--- src/logic/l2cp_consts.svh ---
// Named offsets, reset values and fixed sizes of the cache policy block.
// Assumes it is included by bare name wherever a constant is needed.
`ifndef L2CP_CONSTS_SVH
`define L2CP_CONSTS_SVH
`define L2CP_A_CTRL     8'h00
`define L2CP_A_ESTAT    8'h04
`define L2CP_A_EADDR    8'h08
`define L2CP_A_EMASK    8'h0c
`define L2CP_A_SCTRL    8'h10
`define L2CP_A_SDLY     8'h14
`define L2CP_A_RNG      2'h1
`define L2CP_CTRL_RST   32'h0000_0000
`define L2CP_SDLY_RST   16'h0100
`define L2CP_LFSR_SEED  8'h5a
`define L2CP_NRNG       16
`define L2CP_WAYS       4
`define L2CP_WAY_KIB    64
`define L2CP_LINE_B     32
`define L2CP_CW_LEN     38
`define L2CP_WIN_CFG    12'hf08
`define L2CP_WIN_PNP    12'hffe
`define L2CP_HP_C       3
`define L2CP_HP_B       2
`define L2CP_OKAY       2'h0
`define L2CP_SLVERR     2'h2
`endif

--- src/logic/l2cp_pkg.sv ---
// Types shared by the cache policy, protection and scrub logic.
// Assumes a 32-bit processor-side address.
package l2cp_pkg;
  typedef enum logic [1:0] {REPL_LRU = 2'h0, REPL_RAND = 2'h1,
    REPL_MFIX = 2'h2, REPL_MMOD = 2'h3} l2cp_repl_t;
  typedef enum logic [1:0] {ET_CE = 2'h0, ET_UE = 2'h1,
    ET_WP = 2'h2, ET_BE = 2'h3} l2cp_etype_t;
  typedef enum logic [1:0] {RT_UNC = 2'h0, RT_WT = 2'h1,
    RT_WP = 2'h2, RT_NONE = 2'h3} l2cp_rtype_t;
  typedef enum logic [1:0] {RSP_OK = 2'h0, RSP_ERR = 2'h1,
    RSP_RETRY = 2'h2} l2cp_resp_t;
  typedef enum logic [1:0] {ACT_NONE = 2'h0, ACT_FIX = 2'h1,
    ACT_INVAL = 2'h2, ACT_REFETCH = 2'h3} l2cp_act_t;
  typedef enum logic [1:0] {WIN_NONE = 2'h0, WIN_DATA = 2'h1,
    WIN_CFG = 2'h2, WIN_PNP = 2'h3} l2cp_win_t;
  typedef enum logic [1:0] {S_IDLE = 2'h0, S_REQ = 2'h1,
    S_DLY = 2'h2} l2cp_sst_t;
  typedef struct packed {
    logic [19:0] rsv; logic [1:0] locked; logic [1:0] ovf_way;
    l2cp_repl_t repl; logic err_resp; logic wt; logic rhb;
    logic hprot_en; logic edac_en; logic en;
  } l2cp_ctrl_t;
  typedef struct packed {
    logic [13:0] addr; l2cp_rtype_t rtype; logic [13:0] mask;
    logic rsv; logic en;
  } l2cp_rng_t;
  typedef struct packed {
    logic [7:0] ce_cnt; logic [16:0] rsv; logic valid;
    l2cp_etype_t etype; logic [3:0] pend;
  } l2cp_estat_t;
  typedef struct packed {
    logic [4:0] rsv0; logic [10:0] idx; logic [11:0] rsv1;
    logic [1:0] way; logic en; logic pend;
  } l2cp_sctrl_t;
  typedef struct packed {
    logic [15:0] tag; logic [5:0] zero; logic [1:0] valid;
    logic [1:0] dirty; logic rsv; logic [4:0] lru;
  } l2cp_tag_t;
  typedef struct packed {
    logic awvalid; logic [11:0] awaddr; logic wvalid;
    logic [31:0] wdata; logic [3:0] wstrb; logic bready;
    logic arvalid; logic [11:0] araddr; logic rready;
  } l2cp_axi_req_t;
  typedef struct packed {
    logic awready; logic wready; logic bvalid; logic [1:0] bresp;
    logic arready; logic rvalid; logic [31:0] rdata;
    logic [1:0] rresp;
  } l2cp_axi_rsp_t;
  typedef struct packed {
    logic valid; logic write; logic [31:0] addr; logic [3:0] mst;
    logic [3:0] hprot; logic hit; logic [1:0] lru_way;
    logic [3:0] vd0; logic [3:0] vd1; logic [3:0] vd2;
  } l2cp_acc_req_t;
  typedef struct packed {
    logic valid; l2cp_win_t win; logic cachable; logic bufferable;
    logic mem; logic cache_upd; logic alloc; logic wt;
    l2cp_resp_t resp; logic [1:0] way; logic [3:0] vd;
    l2cp_tag_t new_tag;
  } l2cp_acc_dec_t;
  typedef struct packed {
    logic valid; logic is_tag; logic write; logic narrow;
    logic dirty; logic [31:0] addr; logic [31:0] data;
    logic [6:0] chk;
  } l2cp_ecc_req_t;
  typedef struct packed {
    logic valid; l2cp_act_t act; l2cp_resp_t resp;
    logic [31:0] data; logic [6:0] chk;
  } l2cp_ecc_res_t;
  typedef struct packed {
    logic valid; logic [10:0] idx; logic [1:0] way;
  } l2cp_scrub_t;
  typedef struct packed {
    l2cp_ctrl_t ctrl; logic [3:0] emask; logic [31:0] eaddr;
    l2cp_estat_t estat; l2cp_sctrl_t sctrl; logic [15:0] sdly;
    l2cp_rng_t [15:0] rng; logic bvalid; logic [1:0] bresp;
    logic rvalid; logic [1:0] rresp; logic [31:0] rdata;
    l2cp_acc_dec_t dec; l2cp_ecc_res_t ecc; logic [7:0] lfsr;
    l2cp_sst_t sst; logic [10:0] sidx; logic [1:0] sway;
    logic [15:0] scnt; logic sone;
  } l2cp_st_t;
endpackage : l2cp_pkg

--- src/logic/l2cp_top.sv ---
// Policy, protection and scrub control of a four-way level-2 cache.
// Assumes one clock, an AXI4-Lite master and a cache datapath that
// supplies lookup results, code words and scrub completions.
`timescale 1ns/1ps
`include "l2cp_consts.svh"
module l2cp_top (
  input  wire logic                    clk_in,
  input  wire logic                    srst_in,
  input  wire l2cp_pkg::l2cp_axi_req_t axi_in,
  output l2cp_pkg::l2cp_axi_rsp_t      axi_out,
  input  wire l2cp_pkg::l2cp_acc_req_t acc_in,
  output l2cp_pkg::l2cp_acc_dec_t      dec_out,
  input  wire l2cp_pkg::l2cp_ecc_req_t ecc_in,
  output l2cp_pkg::l2cp_ecc_res_t      ecc_out,
  input  wire logic                    bus_err_in,
  input  wire logic [31:0]             bus_err_addr_in,
  input  wire logic                    flush_busy_in,
  output l2cp_pkg::l2cp_scrub_t        scrub_out,
  input  wire logic                    scrub_done_in,
  output logic                         irq_out
);
  localparam int IDXW = $clog2(`L2CP_WAY_KIB * 1024 / `L2CP_LINE_B);

  l2cp_pkg::l2cp_st_t    r_reg;
  l2cp_pkg::l2cp_st_t    r_next;
  logic                  aw_go;
  logic                  ar_go;
  logic                  rh;
  l2cp_pkg::l2cp_rtype_t rt;
  l2cp_pkg::l2cp_win_t   win;
  logic                  cach;
  logic                  hitu;
  logic                  wp;
  logic [2:0]            unl;
  logic [4:0]            m1;
  logic [5:0]            syn;
  logic                  par;
  logic                  e_ce;
  logic                  e_ue;
  logic                  ev_ce;
  logic                  ev_ue;
  l2cp_pkg::l2cp_estat_t wv;
  logic [31:0]           fixd;

  // Data bit k sits at the k-th code position that is no power of two.
  function automatic logic [5:0] hgen(input logic [31:0] d);
    logic [5:0] h;
    int         k;
    h = '0;
    k = 0;
    for (int p = 3; p <= `L2CP_CW_LEN; p++) begin
      if ((p & (p - 1)) != 0) begin
        if (d[k]) h = h ^ 6'(p);
        k++;
      end
    end
    return h;
  endfunction : hgen

  function automatic logic [31:0] hfix(input logic [31:0] d,
                                       input logic [5:0]  s);
    logic [31:0] o;
    int          k;
    o = d;
    k = 0;
    for (int p = 3; p <= `L2CP_CW_LEN; p++) begin
      if ((p & (p - 1)) != 0) begin
        if (6'(p) == s) o[k] = ~d[k];
        k++;
      end
    end
    return o;
  endfunction : hfix

  function automatic logic [6:0] cgen(input logic [31:0] d);
    logic [5:0] h;
    h = hgen(d);
    return {^d ^ ^h, h};
  endfunction : cgen

  function automatic logic [31:0] wm(input logic [31:0] o,
                                     input logic [31:0] d,
                                     input logic [3:0]  s);
    logic [31:0] v;
    v = o;
    for (int b = 0; b < 4; b++) begin
      if (s[b]) v[8*b +: 8] = d[8*b +: 8];
    end
    return v;
  endfunction : wm

  function automatic logic reg_ok(input logic [11:0] a);
    return a[11:8] == 4'h0 && a[1:0] == 2'h0 &&
      (a[7:6] == `L2CP_A_RNG || a[7:0] <= `L2CP_A_SDLY);
  endfunction : reg_ok

  always_comb begin
    r_next = r_reg;
    // Register bus handshakes.
    aw_go = axi_in.awvalid && axi_in.wvalid && !r_reg.bvalid;
    ar_go = axi_in.arvalid && !r_reg.rvalid;
    if (r_reg.bvalid && axi_in.bready) r_next.bvalid = 1'b0;
    if (r_reg.rvalid && axi_in.rready) r_next.rvalid = 1'b0;
    r_next.lfsr = {r_reg.lfsr[6:0],
      r_reg.lfsr[7] ^ r_reg.lfsr[5] ^ r_reg.lfsr[4] ^ r_reg.lfsr[3]};

    // Address-range lookup; the lowest matching entry wins.
    rh = 1'b0;
    rt = l2cp_pkg::RT_NONE;
    for (int i = `L2CP_NRNG - 1; i >= 0; i--) begin
      if (r_reg.rng[i].en && ((r_reg.rng[i].addr ^ acc_in.addr[31:18])
          & r_reg.rng[i].mask) == '0) begin
        rh = 1'b1;
        rt = r_reg.rng[i].rtype;
      end
    end
    if (!acc_in.addr[31]) win = l2cp_pkg::WIN_DATA;
    else if (acc_in.addr[31:20] == `L2CP_WIN_CFG) win = l2cp_pkg::WIN_CFG;
    else if (acc_in.addr[31:20] == `L2CP_WIN_PNP) win = l2cp_pkg::WIN_PNP;
    else win = l2cp_pkg::WIN_NONE;
    cach = win == l2cp_pkg::WIN_DATA && r_reg.ctrl.en &&
      !(rh && rt == l2cp_pkg::RT_UNC) &&
      !(r_reg.ctrl.hprot_en && !acc_in.hprot[`L2CP_HP_C]);
    hitu = acc_in.hit && r_reg.ctrl.en && win == l2cp_pkg::WIN_DATA;
    wp = acc_in.valid && acc_in.write && win == l2cp_pkg::WIN_DATA &&
      rh && rt == l2cp_pkg::RT_WP;

    r_next.dec.valid = acc_in.valid;
    r_next.dec.win = win;
    r_next.dec.cachable = cach;
    r_next.dec.bufferable = acc_in.hprot[`L2CP_HP_B];
    r_next.dec.wt = cach && (r_reg.ctrl.wt || (rh && rt == l2cp_pkg::RT_WT));
    r_next.dec.alloc = cach && !hitu;
    r_next.dec.cache_upd = acc_in.write && (cach || hitu);
    if (win != l2cp_pkg::WIN_DATA || wp) r_next.dec.mem = 1'b0;
    else if (cach) r_next.dec.mem = !hitu || (acc_in.write && r_next.dec.wt);
    else r_next.dec.mem = !hitu || (!acc_in.hprot[`L2CP_HP_B] &&
      (acc_in.write || r_reg.ctrl.rhb));

    // Victim way; locked ways are the uppermost ones.
    unl = 3'(`L2CP_WAYS) - {1'b0, r_reg.ctrl.locked};
    m1 = {1'b0, acc_in.mst} + 5'h1;
    unique case (r_reg.ctrl.repl)
      l2cp_pkg::REPL_LRU:
        r_next.dec.way = ({1'b0, acc_in.lru_way} < unl) ?
          acc_in.lru_way : 2'(unl - 3'h1);
      l2cp_pkg::REPL_RAND:
        r_next.dec.way = 2'({1'b0, r_reg.lfsr[1:0]} % unl);
      l2cp_pkg::REPL_MFIX, l2cp_pkg::REPL_MMOD: begin
        if (m1 < 5'(`L2CP_WAYS)) r_next.dec.way = m1[1:0];
        else if (r_reg.ctrl.repl == l2cp_pkg::REPL_MFIX)
          r_next.dec.way = r_reg.ctrl.ovf_way;
        else r_next.dec.way = 2'(32'(acc_in.mst) % `L2CP_WAYS);
      end
    endcase
    r_next.dec.vd = (acc_in.vd0 & acc_in.vd1) | (acc_in.vd0 & acc_in.vd2)
      | (acc_in.vd1 & acc_in.vd2);
    r_next.dec.new_tag = '0;
    r_next.dec.new_tag.tag = acc_in.addr[31:16];
    r_next.dec.new_tag.valid = 2'h3;
    r_next.dec.new_tag.dirty = {2{acc_in.write && !r_next.dec.wt}};
    if (flush_busy_in) r_next.dec.resp = l2cp_pkg::RSP_RETRY;
    else if (win == l2cp_pkg::WIN_NONE || wp ||
        (r_reg.ctrl.err_resp && r_reg.estat.valid &&
         acc_in.addr[31:5] == r_reg.eaddr[31:5]))
      r_next.dec.resp = l2cp_pkg::RSP_ERR;
    else r_next.dec.resp = l2cp_pkg::RSP_OK;

    // Code word check and the action it calls for.
    syn = ecc_in.chk[5:0] ^ hgen(ecc_in.data);
    par = ^{ecc_in.data, ecc_in.chk};
    e_ce = ecc_in.valid && r_reg.ctrl.edac_en && par;
    e_ue = ecc_in.valid && r_reg.ctrl.edac_en && !par && syn != '0;
    fixd = e_ce ? hfix(ecc_in.data, syn) : ecc_in.data;
    r_next.ecc.valid = ecc_in.valid;
    r_next.ecc.data = fixd;
    r_next.ecc.chk = cgen(fixd);
    r_next.ecc.resp = l2cp_pkg::RSP_OK;
    if (e_ce) r_next.ecc.act = l2cp_pkg::ACT_FIX;
    else if (!e_ue) r_next.ecc.act = l2cp_pkg::ACT_NONE;
    else if (!ecc_in.is_tag && ecc_in.write && ecc_in.narrow &&
        !ecc_in.dirty) r_next.ecc.act = l2cp_pkg::ACT_REFETCH;
    else r_next.ecc.act = l2cp_pkg::ACT_INVAL;
    if (e_ue && !ecc_in.is_tag && !ecc_in.write)
      r_next.ecc.resp = ecc_in.dirty ? l2cp_pkg::RSP_ERR :
        l2cp_pkg::RSP_RETRY;
    ev_ue = e_ue && ecc_in.dirty;
    ev_ce = e_ce || (e_ue && !ecc_in.dirty);

    // Scrubber sequencing.
    unique case (r_reg.sst)
      l2cp_pkg::S_IDLE: begin
        if (r_reg.sctrl.pend) begin
          r_next.sidx = r_reg.sctrl.idx;
          r_next.sway = r_reg.sctrl.way;
          r_next.sone = 1'b1;
          r_next.sst = l2cp_pkg::S_REQ;
        end else if (r_reg.sctrl.en) begin
          r_next.sone = 1'b0;
          r_next.sst = l2cp_pkg::S_REQ;
        end
      end
      l2cp_pkg::S_REQ: begin
        if (scrub_done_in && r_reg.sone) begin
          r_next.sctrl.pend = 1'b0;
          r_next.sst = l2cp_pkg::S_IDLE;
        end else if (scrub_done_in) begin
          {r_next.sidx, r_next.sway} =
            (IDXW + 2)'({r_reg.sidx, r_reg.sway} + 1'b1);
          r_next.scnt = '0;
          r_next.sst = l2cp_pkg::S_DLY;
        end
      end
      l2cp_pkg::S_DLY: begin
        if (r_reg.scnt >= r_reg.sdly || !r_reg.sctrl.en)
          r_next.sst = l2cp_pkg::S_IDLE;
        else r_next.scnt = r_reg.scnt + 16'h1;
      end
      default: r_next.sst = l2cp_pkg::S_IDLE;
    endcase

    // Register writes; hardware-cleared bits were handled above.
    wv = wm(32'h0, axi_in.wdata, axi_in.wstrb);
    if (aw_go) begin
      r_next.bvalid = 1'b1;
      r_next.bresp = reg_ok(axi_in.awaddr) ? `L2CP_OKAY : `L2CP_SLVERR;
      if (axi_in.awaddr[7:6] == `L2CP_A_RNG && reg_ok(axi_in.awaddr))
        r_next.rng[axi_in.awaddr[5:2]] = l2cp_pkg::l2cp_rng_t'(wm(
          r_reg.rng[axi_in.awaddr[5:2]], axi_in.wdata, axi_in.wstrb));
      else if (reg_ok(axi_in.awaddr)) begin
        unique case (axi_in.awaddr[7:0])
          `L2CP_A_CTRL: r_next.ctrl = l2cp_pkg::l2cp_ctrl_t'(
            wm(r_reg.ctrl, axi_in.wdata, axi_in.wstrb));
          `L2CP_A_ESTAT: begin
            r_next.estat.pend = r_reg.estat.pend & ~wv.pend;
            if (wv.valid) begin
              r_next.estat.valid = 1'b0;
              r_next.estat.ce_cnt = '0;
            end
          end
          `L2CP_A_EMASK: r_next.emask = wv[3:0];
          `L2CP_A_SCTRL: r_next.sctrl = l2cp_pkg::l2cp_sctrl_t'(
            wm(r_reg.sctrl, axi_in.wdata, axi_in.wstrb));
          `L2CP_A_SDLY: r_next.sdly = 16'(wm(32'(r_reg.sdly),
            axi_in.wdata, axi_in.wstrb));
          default: ;
        endcase
      end
      r_next.ctrl.rsv = '0;
      r_next.sctrl.rsv0 = '0;
      r_next.sctrl.rsv1 = '0;
      r_next.rng[axi_in.awaddr[5:2]].rsv = 1'b0;
    end

    // Error capture after the clears, so a new event is never lost.
    r_next.estat.pend[l2cp_pkg::ET_CE] |= ev_ce;
    r_next.estat.pend[l2cp_pkg::ET_UE] |= ev_ue;
    r_next.estat.pend[l2cp_pkg::ET_WP] |= wp;
    r_next.estat.pend[l2cp_pkg::ET_BE] |= bus_err_in;
    if (ev_ce && r_next.estat.ce_cnt != 8'hff)
      r_next.estat.ce_cnt = r_next.estat.ce_cnt + 8'h1;
    if (ev_ue) begin
      r_next.estat.valid = 1'b1;
      r_next.estat.etype = l2cp_pkg::ET_UE;
      r_next.eaddr = ecc_in.addr;
    end else if (!r_next.estat.valid && (ev_ce || wp || bus_err_in)) begin
      r_next.estat.valid = 1'b1;
      if (ev_ce) begin
        r_next.estat.etype = l2cp_pkg::ET_CE;
        r_next.eaddr = ecc_in.addr;
      end else if (wp) begin
        r_next.estat.etype = l2cp_pkg::ET_WP;
        r_next.eaddr = acc_in.addr;
      end else begin
        r_next.estat.etype = l2cp_pkg::ET_BE;
        r_next.eaddr = bus_err_addr_in;
      end
    end

    // Register reads.
    if (ar_go) begin
      r_next.rvalid = 1'b1;
      r_next.rresp = reg_ok(axi_in.araddr) ? `L2CP_OKAY : `L2CP_SLVERR;
      r_next.rdata = '0;
      if (axi_in.araddr[7:6] == `L2CP_A_RNG && reg_ok(axi_in.araddr))
        r_next.rdata = r_reg.rng[axi_in.araddr[5:2]];
      else if (reg_ok(axi_in.araddr)) begin
        unique case (axi_in.araddr[7:0])
          `L2CP_A_CTRL:  r_next.rdata = r_reg.ctrl;
          `L2CP_A_ESTAT: r_next.rdata = r_reg.estat;
          `L2CP_A_EADDR: r_next.rdata = r_reg.eaddr;
          `L2CP_A_EMASK: r_next.rdata = 32'(r_reg.emask);
          `L2CP_A_SCTRL: r_next.rdata = r_reg.sctrl;
          `L2CP_A_SDLY:  r_next.rdata = 32'(r_reg.sdly);
          default: ;
        endcase
      end
    end
  end

  always_ff @(posedge clk_in) begin
    if (srst_in) begin
      r_reg <= '0;
      r_reg.ctrl <= l2cp_pkg::l2cp_ctrl_t'(`L2CP_CTRL_RST);
      r_reg.sdly <= `L2CP_SDLY_RST;
      r_reg.lfsr <= `L2CP_LFSR_SEED;
    end else begin
      r_reg <= r_next;
    end
  end

  assign axi_out = '{awready: aw_go, wready: aw_go, bvalid: r_reg.bvalid,
    bresp: r_reg.bresp, arready: !r_reg.rvalid, rvalid: r_reg.rvalid,
    rdata: r_reg.rdata, rresp: r_reg.rresp};
  assign dec_out = r_reg.dec;
  assign ecc_out = r_reg.ecc;
  assign scrub_out = '{valid: r_reg.sst == l2cp_pkg::S_REQ,
    idx: r_reg.sidx, way: r_reg.sway};
  assign irq_out = |(r_reg.estat.pend & r_reg.emask);
endmodule : l2cp_top

--- config.mk ---
export PLATFORM = sky130hd
export DESIGN_NAME = l2cp_top
export DESIGN_NICKNAME = d
export VERILOG_FILES = /design/src/logic/l2cp_pkg.sv /design/src/logic/l2cp_top.sv
export VERILOG_INCLUDE_DIRS = /design/src /design/src/logic
export SDC_FILE = /design/constraint.sdc
export NUM_CORES = 2
export LEC_CHECK = 0
export BUFFER_PORTS_ARGS = -buffer_cell sky130_fd_sc_hd__buf_2
export CAP_MARGIN = 20
export CORE_MARGIN = 8
export CORE_UTILIZATION = 45
export CTS_BUF_LIST = sky130_fd_sc_hd__clkbuf_16
export CTS_CLUSTER_DIAMETER = 50
export DETAILED_ROUTE_END_ITERATION = 10
export PLACE_DENSITY_LB_ADDON = 0.08
export SETUP_SLACK_MARGIN = 0.5
export SKIP_CTS_REPAIR_TIMING = 1
export SYNTH_ARGS = -nofsm -noshare
export SYNTH_HDL_FRONTEND = slang
export SYNTH_SLANG_ARGS = --single-unit
--- constraint.sdc ---
create_clock -name clk_in -period 3.6 [get_ports clk_in]
set_clock_uncertainty 0.2 [all_clocks]
set_input_delay 0.36 -clock clk_in [delete_from_list [all_inputs] [get_ports clk_in]]
set_output_delay 0.36 -clock clk_in [all_outputs]
set_load 0.05 [all_outputs]
Word level (Yosys, flattened, before mapping) --
Index checks and enable logic that the tools add are counted.
Word-level totals: bits in registers 770, bits of input ports 235, output and inout bits 149, logic and storage cells 860
Operators by class: add/subtract/negate cells 6, div/mod/pow operators 1, order comparisons 8, eq/ne operators 74, mux-type cells 346, bitwise operators 144, reduce and logical (&&, ||, !) cells 144
Operator list (count):
- bitwise mux 512 bit | 2
- 2-to-1 mux 512 bit | 2
- 2-to-1 mux 32 bit | 27
- 2-to-1 mux 567 bit | 1
- 2-to-1 mux 8 bit | 63
- 2-to-1 mux 52 bit | 5
- binary-select mux 32 bit (select 4 bit) | 2
- demux 32 bit (select 4 bit) | 2
- bitwise AND 14 bit | 16
- zero test 14 bit | 16
- bitwise XOR 14 bit | 16
- 2-to-1 mux 16 bit | 12
- case mux 32 bit (6 select lines) | 1
- 2-to-1 mux 5 bit | 31
- 2-to-1 mux 31 bit | 4
- 2-to-1 mux 2 bit | 58
- 2-to-1 mux 4 bit | 28
- 2-to-1 mux 94 bit | 1
- equality test 5 x 6 -> 1 bit, first input constant | 15
- 2-to-1 mux 29 bit | 3
- 2-to-1 mux 6 bit | 13
- NOT 3 bit | 26
- logical AND 1 bit | 62
- 2-to-1 mux 12 bit | 5
- 82 further kinds | 312

Logic depth before layout (Yosys ltp) --
depth after elaboration 164, mapped depth 18, mapped depth without buffers 18

Worst setup path before layout --
OpenSTA, ideal clock, no wires.
path kind input -> register, from in acc_in[54] (netlist bit), to reg r_reg[789] (netlist bit), setup time 0.117 ns, data arrival time 3.597 ns, required time 3.283 ns, slack -0.314 ns, cell stages on the path 17, buffers on the path 4, path through clkbuf_1 > buf_2 > xor2_1 > a222oi_1 > nand3_1 > nor3_1 > nor2b_1 > a221oi_1 > a311o_1 > a31oi_1 > a211oi_1 > nand3b_1 > buf_4 > buf_2 > mux2i_1 > a21oi_1 > a22o_1
On the way: cells in the longest elaborated chain, start to end 32, elaborated cells on any way between the ends 123, those cells by class eq/ne: 4; mux: 48; bitwise: 32; reduce/logical: 39
Ends and longest elaborated chain:
- from (decl) | line l2cp_top.sv:11 | input wire l2cp_pkg::l2cp_acc_req_t acc_in,
- bitwise XOR 14 bit | line l2cp_top.sv:111 | if (r_reg.rng[i].en && ((r_reg.rng[i].addr ^ acc_in.addr[31:18])
- bitwise AND 14 bit | line l2cp_top.sv:112 | & r_reg.rng[i].mask) == '0) begin
- zero test 14 bit | line l2cp_top.sv:111
- logical AND 1 bit | line l2cp_top.sv:111
- 2-to-1 mux 2 bit or 2-to-1 mux 1 bit (tied branches) (16 in a row) | line l2cp_top.sv:111
- equality test 2 bit or logical AND 1 bit (tied branches) | line l2cp_top.sv:126, l2cp_top.sv:125
- logical AND 1 bit (*) | line l2cp_top.sv:126 | rh && rt == l2cp_pkg::RT_WP;
- 2-to-1 mux 32 bit | line l2cp_top.sv:271 | end else if (wp) begin
- 2-to-1 mux 32 bit | line l2cp_top.sv:268 | if (ev_ce) begin
- 2-to-1 mux 32 bit | line l2cp_top.sv:266 | end else if (!r_next.estat.valid && (ev_ce || wp || bus_err_in)) begin
- 2-to-1 mux 32 bit | line l2cp_top.sv:262 | if (ev_ue) begin
- 2-to-1 mux 32 bit | line l2cp_top.sv:268
- 2-to-1 mux 32 bit | line l2cp_top.sv:266
- 2-to-1 mux 32 bit | line l2cp_top.sv:262
- 2-to-1 mux 32 bit | line l2cp_top.sv:266
- 2-to-1 mux 32 bit (2 in a row) | line l2cp_top.sv:262
- to (signal assigned) | line l2cp_top.sv:308 | r_reg <= r_next;
- to (decl) | line l2cp_top.sv:24 | l2cp_pkg::l2cp_st_t r_reg;
Mark *: on every way between the ends. The rest lies on a longest branch, timed or not. The select of a mux whose other input is x is not followed. A chain may end at the register's enable or synchronous reset.

==> out/results.tsv <==
stage	metric	value	unit
sta	period utilization	115	%
synthesis	flops & latches, synth	761	
sta	final setup vio count	39	
synthesis	post-synthesis compound-gate area fraction	16.6	%
worst_setup_path	required time of the critical path	4.04	ns
grt	vias in the first global route	36800	
synthesis	Post-Synthesis Cell Area	42700	um2
clock_network	CTS tree	done	
outcome	failing checks	setup timing	
sta	Hold Vio Cnt, Final	0	
synthesis	Synth Area in Adders	0.909	%
sta	RSZ-0062 raised after global routing	yes	
worst_setup_path	maximum fanout along the worst path	15	
sta	Final WS setup	-0.554	ns
pwr	post-layout power	24.4	mW
floorplanning	I/O Pins	384	
sta	max_slew headroom	4.81	%
synthesis	area leader, netlist	dfxtp_1	
pwr	NetSw	7.02	mW
clock_network	CTS Sinks	761	
grt	grt ovf	0	
floorplanning	Starting Density	45.2	%
detailed_routing	Wirelength per Cell	30.0	um
worst_setup_path	Crit Path Class	register to register	
cells_and_area	Fillers	8154	
pwr	Internal Power	17.4	mW
detailed_routing	1st-iter DRT viols	4210	
clock_network	H-tree depth	3	
grt	largest net degree at the start of global routing	148	
detailed_routing	top routing layer in use	met5	
sta	fmax	241	MHz
synthesis	Mapped Cells	4366	
floorplanning	core area	94400	um2
placed_design	Routability Congestion	1.03	
clock_network	clk buf depth	3	
synthesis	Synth cell types	73	
sta	fin crit period	4.15	ns
synthesis	mux cell area share after synthesis	19.3	%
synthesis	Commonest cells post-synth	dfxtp_1, nor2_1, a211oi_1	
synthesis	simple-gate share of the synthesized area	11.5	%
worst_setup_path	critical path startpoint category	register	
floorplanning	Die Wd	324	um
cells_and_area	fraction of layout cells with a size suffix above 1	34.0	%
clock_network	root buffer cell	clkbuf_16	
floorplanning	Die Y	324	um
cells_and_area	Area Overhead vs Synth	32.0	%
grt	first-pass GRT wire length	271000	um
job	max cap viols	0	
pwr	Clk pwr share	45.5	%
synthesis	Synth Flop Type	dfxtp_1	
pwr	LEAKAGE	21.7	nW
detailed_routing	DRT Wirelength	196000	um
synthesis	Synth async-reset ratio	0	%
cells_and_area	final non-filler cell total	6553	
synthesis	Synth area leaders	dfxtp_1, mux4_2, a211oi_1	
outcome	status	finished with violations	
detailed_routing	met3 wire length	18100	um
grt	Tot GR Track Use	35.6	%
cells_and_area	storage element area	15200	um2
synthesis	Yosys top cell area share	35.7	%
sta	Pins Over Slew Limit	0	
worst_setup_path	arrival time worst endpoint	4.60	ns
pwr	Combinational Power Share	19.1	%
synthesis	xor/xnor share of the synthesized area	9.66	%
pwr	Peak VDD IR	448	uV
synthesis	Yosys Warn Count	0	
sta	worst slew pin tran	1.42	ns
worst_setup_path	CP Capture Type	register	
detailed_routing	met2 wire len	89100	um
cells_and_area	Nets	5459	
pwr	Flop pwr share	35.4	%
clock_network	worst skew pair latency	0.72	ns
pwr	power density cells	433	nW/um2
placed_design	DP HPWL	143000	um
synthesis	EDFF count, synth	0	
pwr	Switching Fraction	28.8	%
sta	setup TNS	-18.55	ns
cells_and_area	multi-input logic area	26100	um2
synthesis	sequential element share of the synthesized area	35.7	%
synthesis	syn avg cell area	9.77	um2
hold_path	Worst Hold Class	input pin to register	
detailed_routing	WL met1	76000	um
floorplanning	Die Footprint	105000	um2
clock_network	clock-pin slew on the worst setup and hold paths	0.06	ns
detailed_routing	vias per cell	6.10	
synthesis	main combinational cell family by area after synthesis	multiplexers	
placed_design	port bufs	367	
grt	initial antenna violation count	8	
detailed_routing	DR pass1 iterations	6	
detailed_routing	number of remaining DRC errors	0	
detailed_routing	Routed Antenna Nets	0	
detailed_routing	Via Count	40000	
clock_network	TritonCTS Buffers	107	
placed_design	dpl cells	6162	
synthesis	most frequent cell after synthesis	dfxtp_1	
floorplanning	# rows	113	
metal layers:
layer,up-vias,GRT usage (%)
met4,2,21.0
met5,-,0
met2,2160,55.7
met3,503,8.93
li1,17600,-
met1,19700,44.4
placed cells by master (no fill, tap or decap), drive strengths merged, types with 6 or more instances in the layout:
cell / count
buf: 1054
dfxtp: 761
nor2: 751
a211oi: 550
mux4: 319
xor2: 286
nand2: 171
dlygate4sd3: 167
a21oi: 159
xnor2: 131
clkbuf: 110
a22oi: 101
mux2i: 99
inv: 81
nand3: 66
o21ai: 48
a22o: 39
nor3: 36
nor2b: 31
ha: 31
clkinv: 30
nand4: 22
a222oi: 19
bufinv: 18
conb: 14
and3: 14
a21o: 13
nor4: 13
xnor3: 13
or2: 12
nand2b: 11
diode: 10
a221oi: 10
or4: 9
clkinvlp: 7
and2: 7
o311a: 6
a2111oi: 6
nor3b: 6
power by group through the flow:
stage               sequential (mW)  combinational (mW)  clock [mW]
global route                   8.64                4.87        11.5
floorplan                      8.79                2.44           0
CTS                            8.63                4.07        11.2
detailed placement             8.81                4.06           0
global placement               8.81                4.06           0
finish                         8.63                4.66        11.1
worst max-delay path: stages (launching register included):
cell and delay, ns:
dfxtp_2 0.34, xor2_1 0.19, a222oi_1 0.35, buf_4 0.20, nand3_4 0.10, or2_4 0.27
a211oi_2 0.24, o21ai_1 0.11, a211o_1 0.31, a311o_1 0.31, a31oi_2 0.22, a211oi_2 0.08
nand3b_1 0.24, buf_6 0.18, a32oi_4 0.22, o21a_2 0.23, clkbuf_16 0.20, a22o_1 0.13
logic make-up (layout without fill, tap and decap cells):
group / count (synthesis) / after routing
simple gates: 1162 / 1162
compound gates: 990 / 991
flops: 761 / 761
buf+inv: 569 / 1467
xor+xnor: 433 / 433
mux: 419 / 419
fa+ha+maj: 31 / 31
other cells: 1 / 24
worst paths after layout:
path | start | to | slack [ns] | cells after the start
worst min register to register | r_reg[236] | r_reg[236] | 0.23 | 2
worst max register to register | register | r_reg[786] | -0.55 | 17
worst min-delay path | acc_in[20] | dec_out[37] | 0.002 | 5
worst max-delay path | register | r_reg[786] | -0.55 | 17
layout make-up:
type	count	share of cell area, %
antenna	10	0.0444
clock buffer	108	4.80
inverter	50	0.347
timing repair buffer	1223	16.8
tap	1265	2.81
sequential	761	27.1
multi-input combinational	3050	46.4
clock inverter	86	1.73
stage by stage:
step | util (%) | area [um2] | setup WS, ns | hold slack [ns]
finish | 59.6 | 56300 | -0.554 | 0.00211
global route | 59.6 | 56300 | -0.692 | 0.00253
CTS | 56.6 | 53400 | -0.581 | -0.391
detailed placement | 52.7 | 49800 | -0.929 | 0.196
global placement | 52.7 | 49800 | -0.888 | 0.191
floorplan | - | 43200 | -0.222 | 0.189
Note: power is estimated with default switching activity, not from simulation.
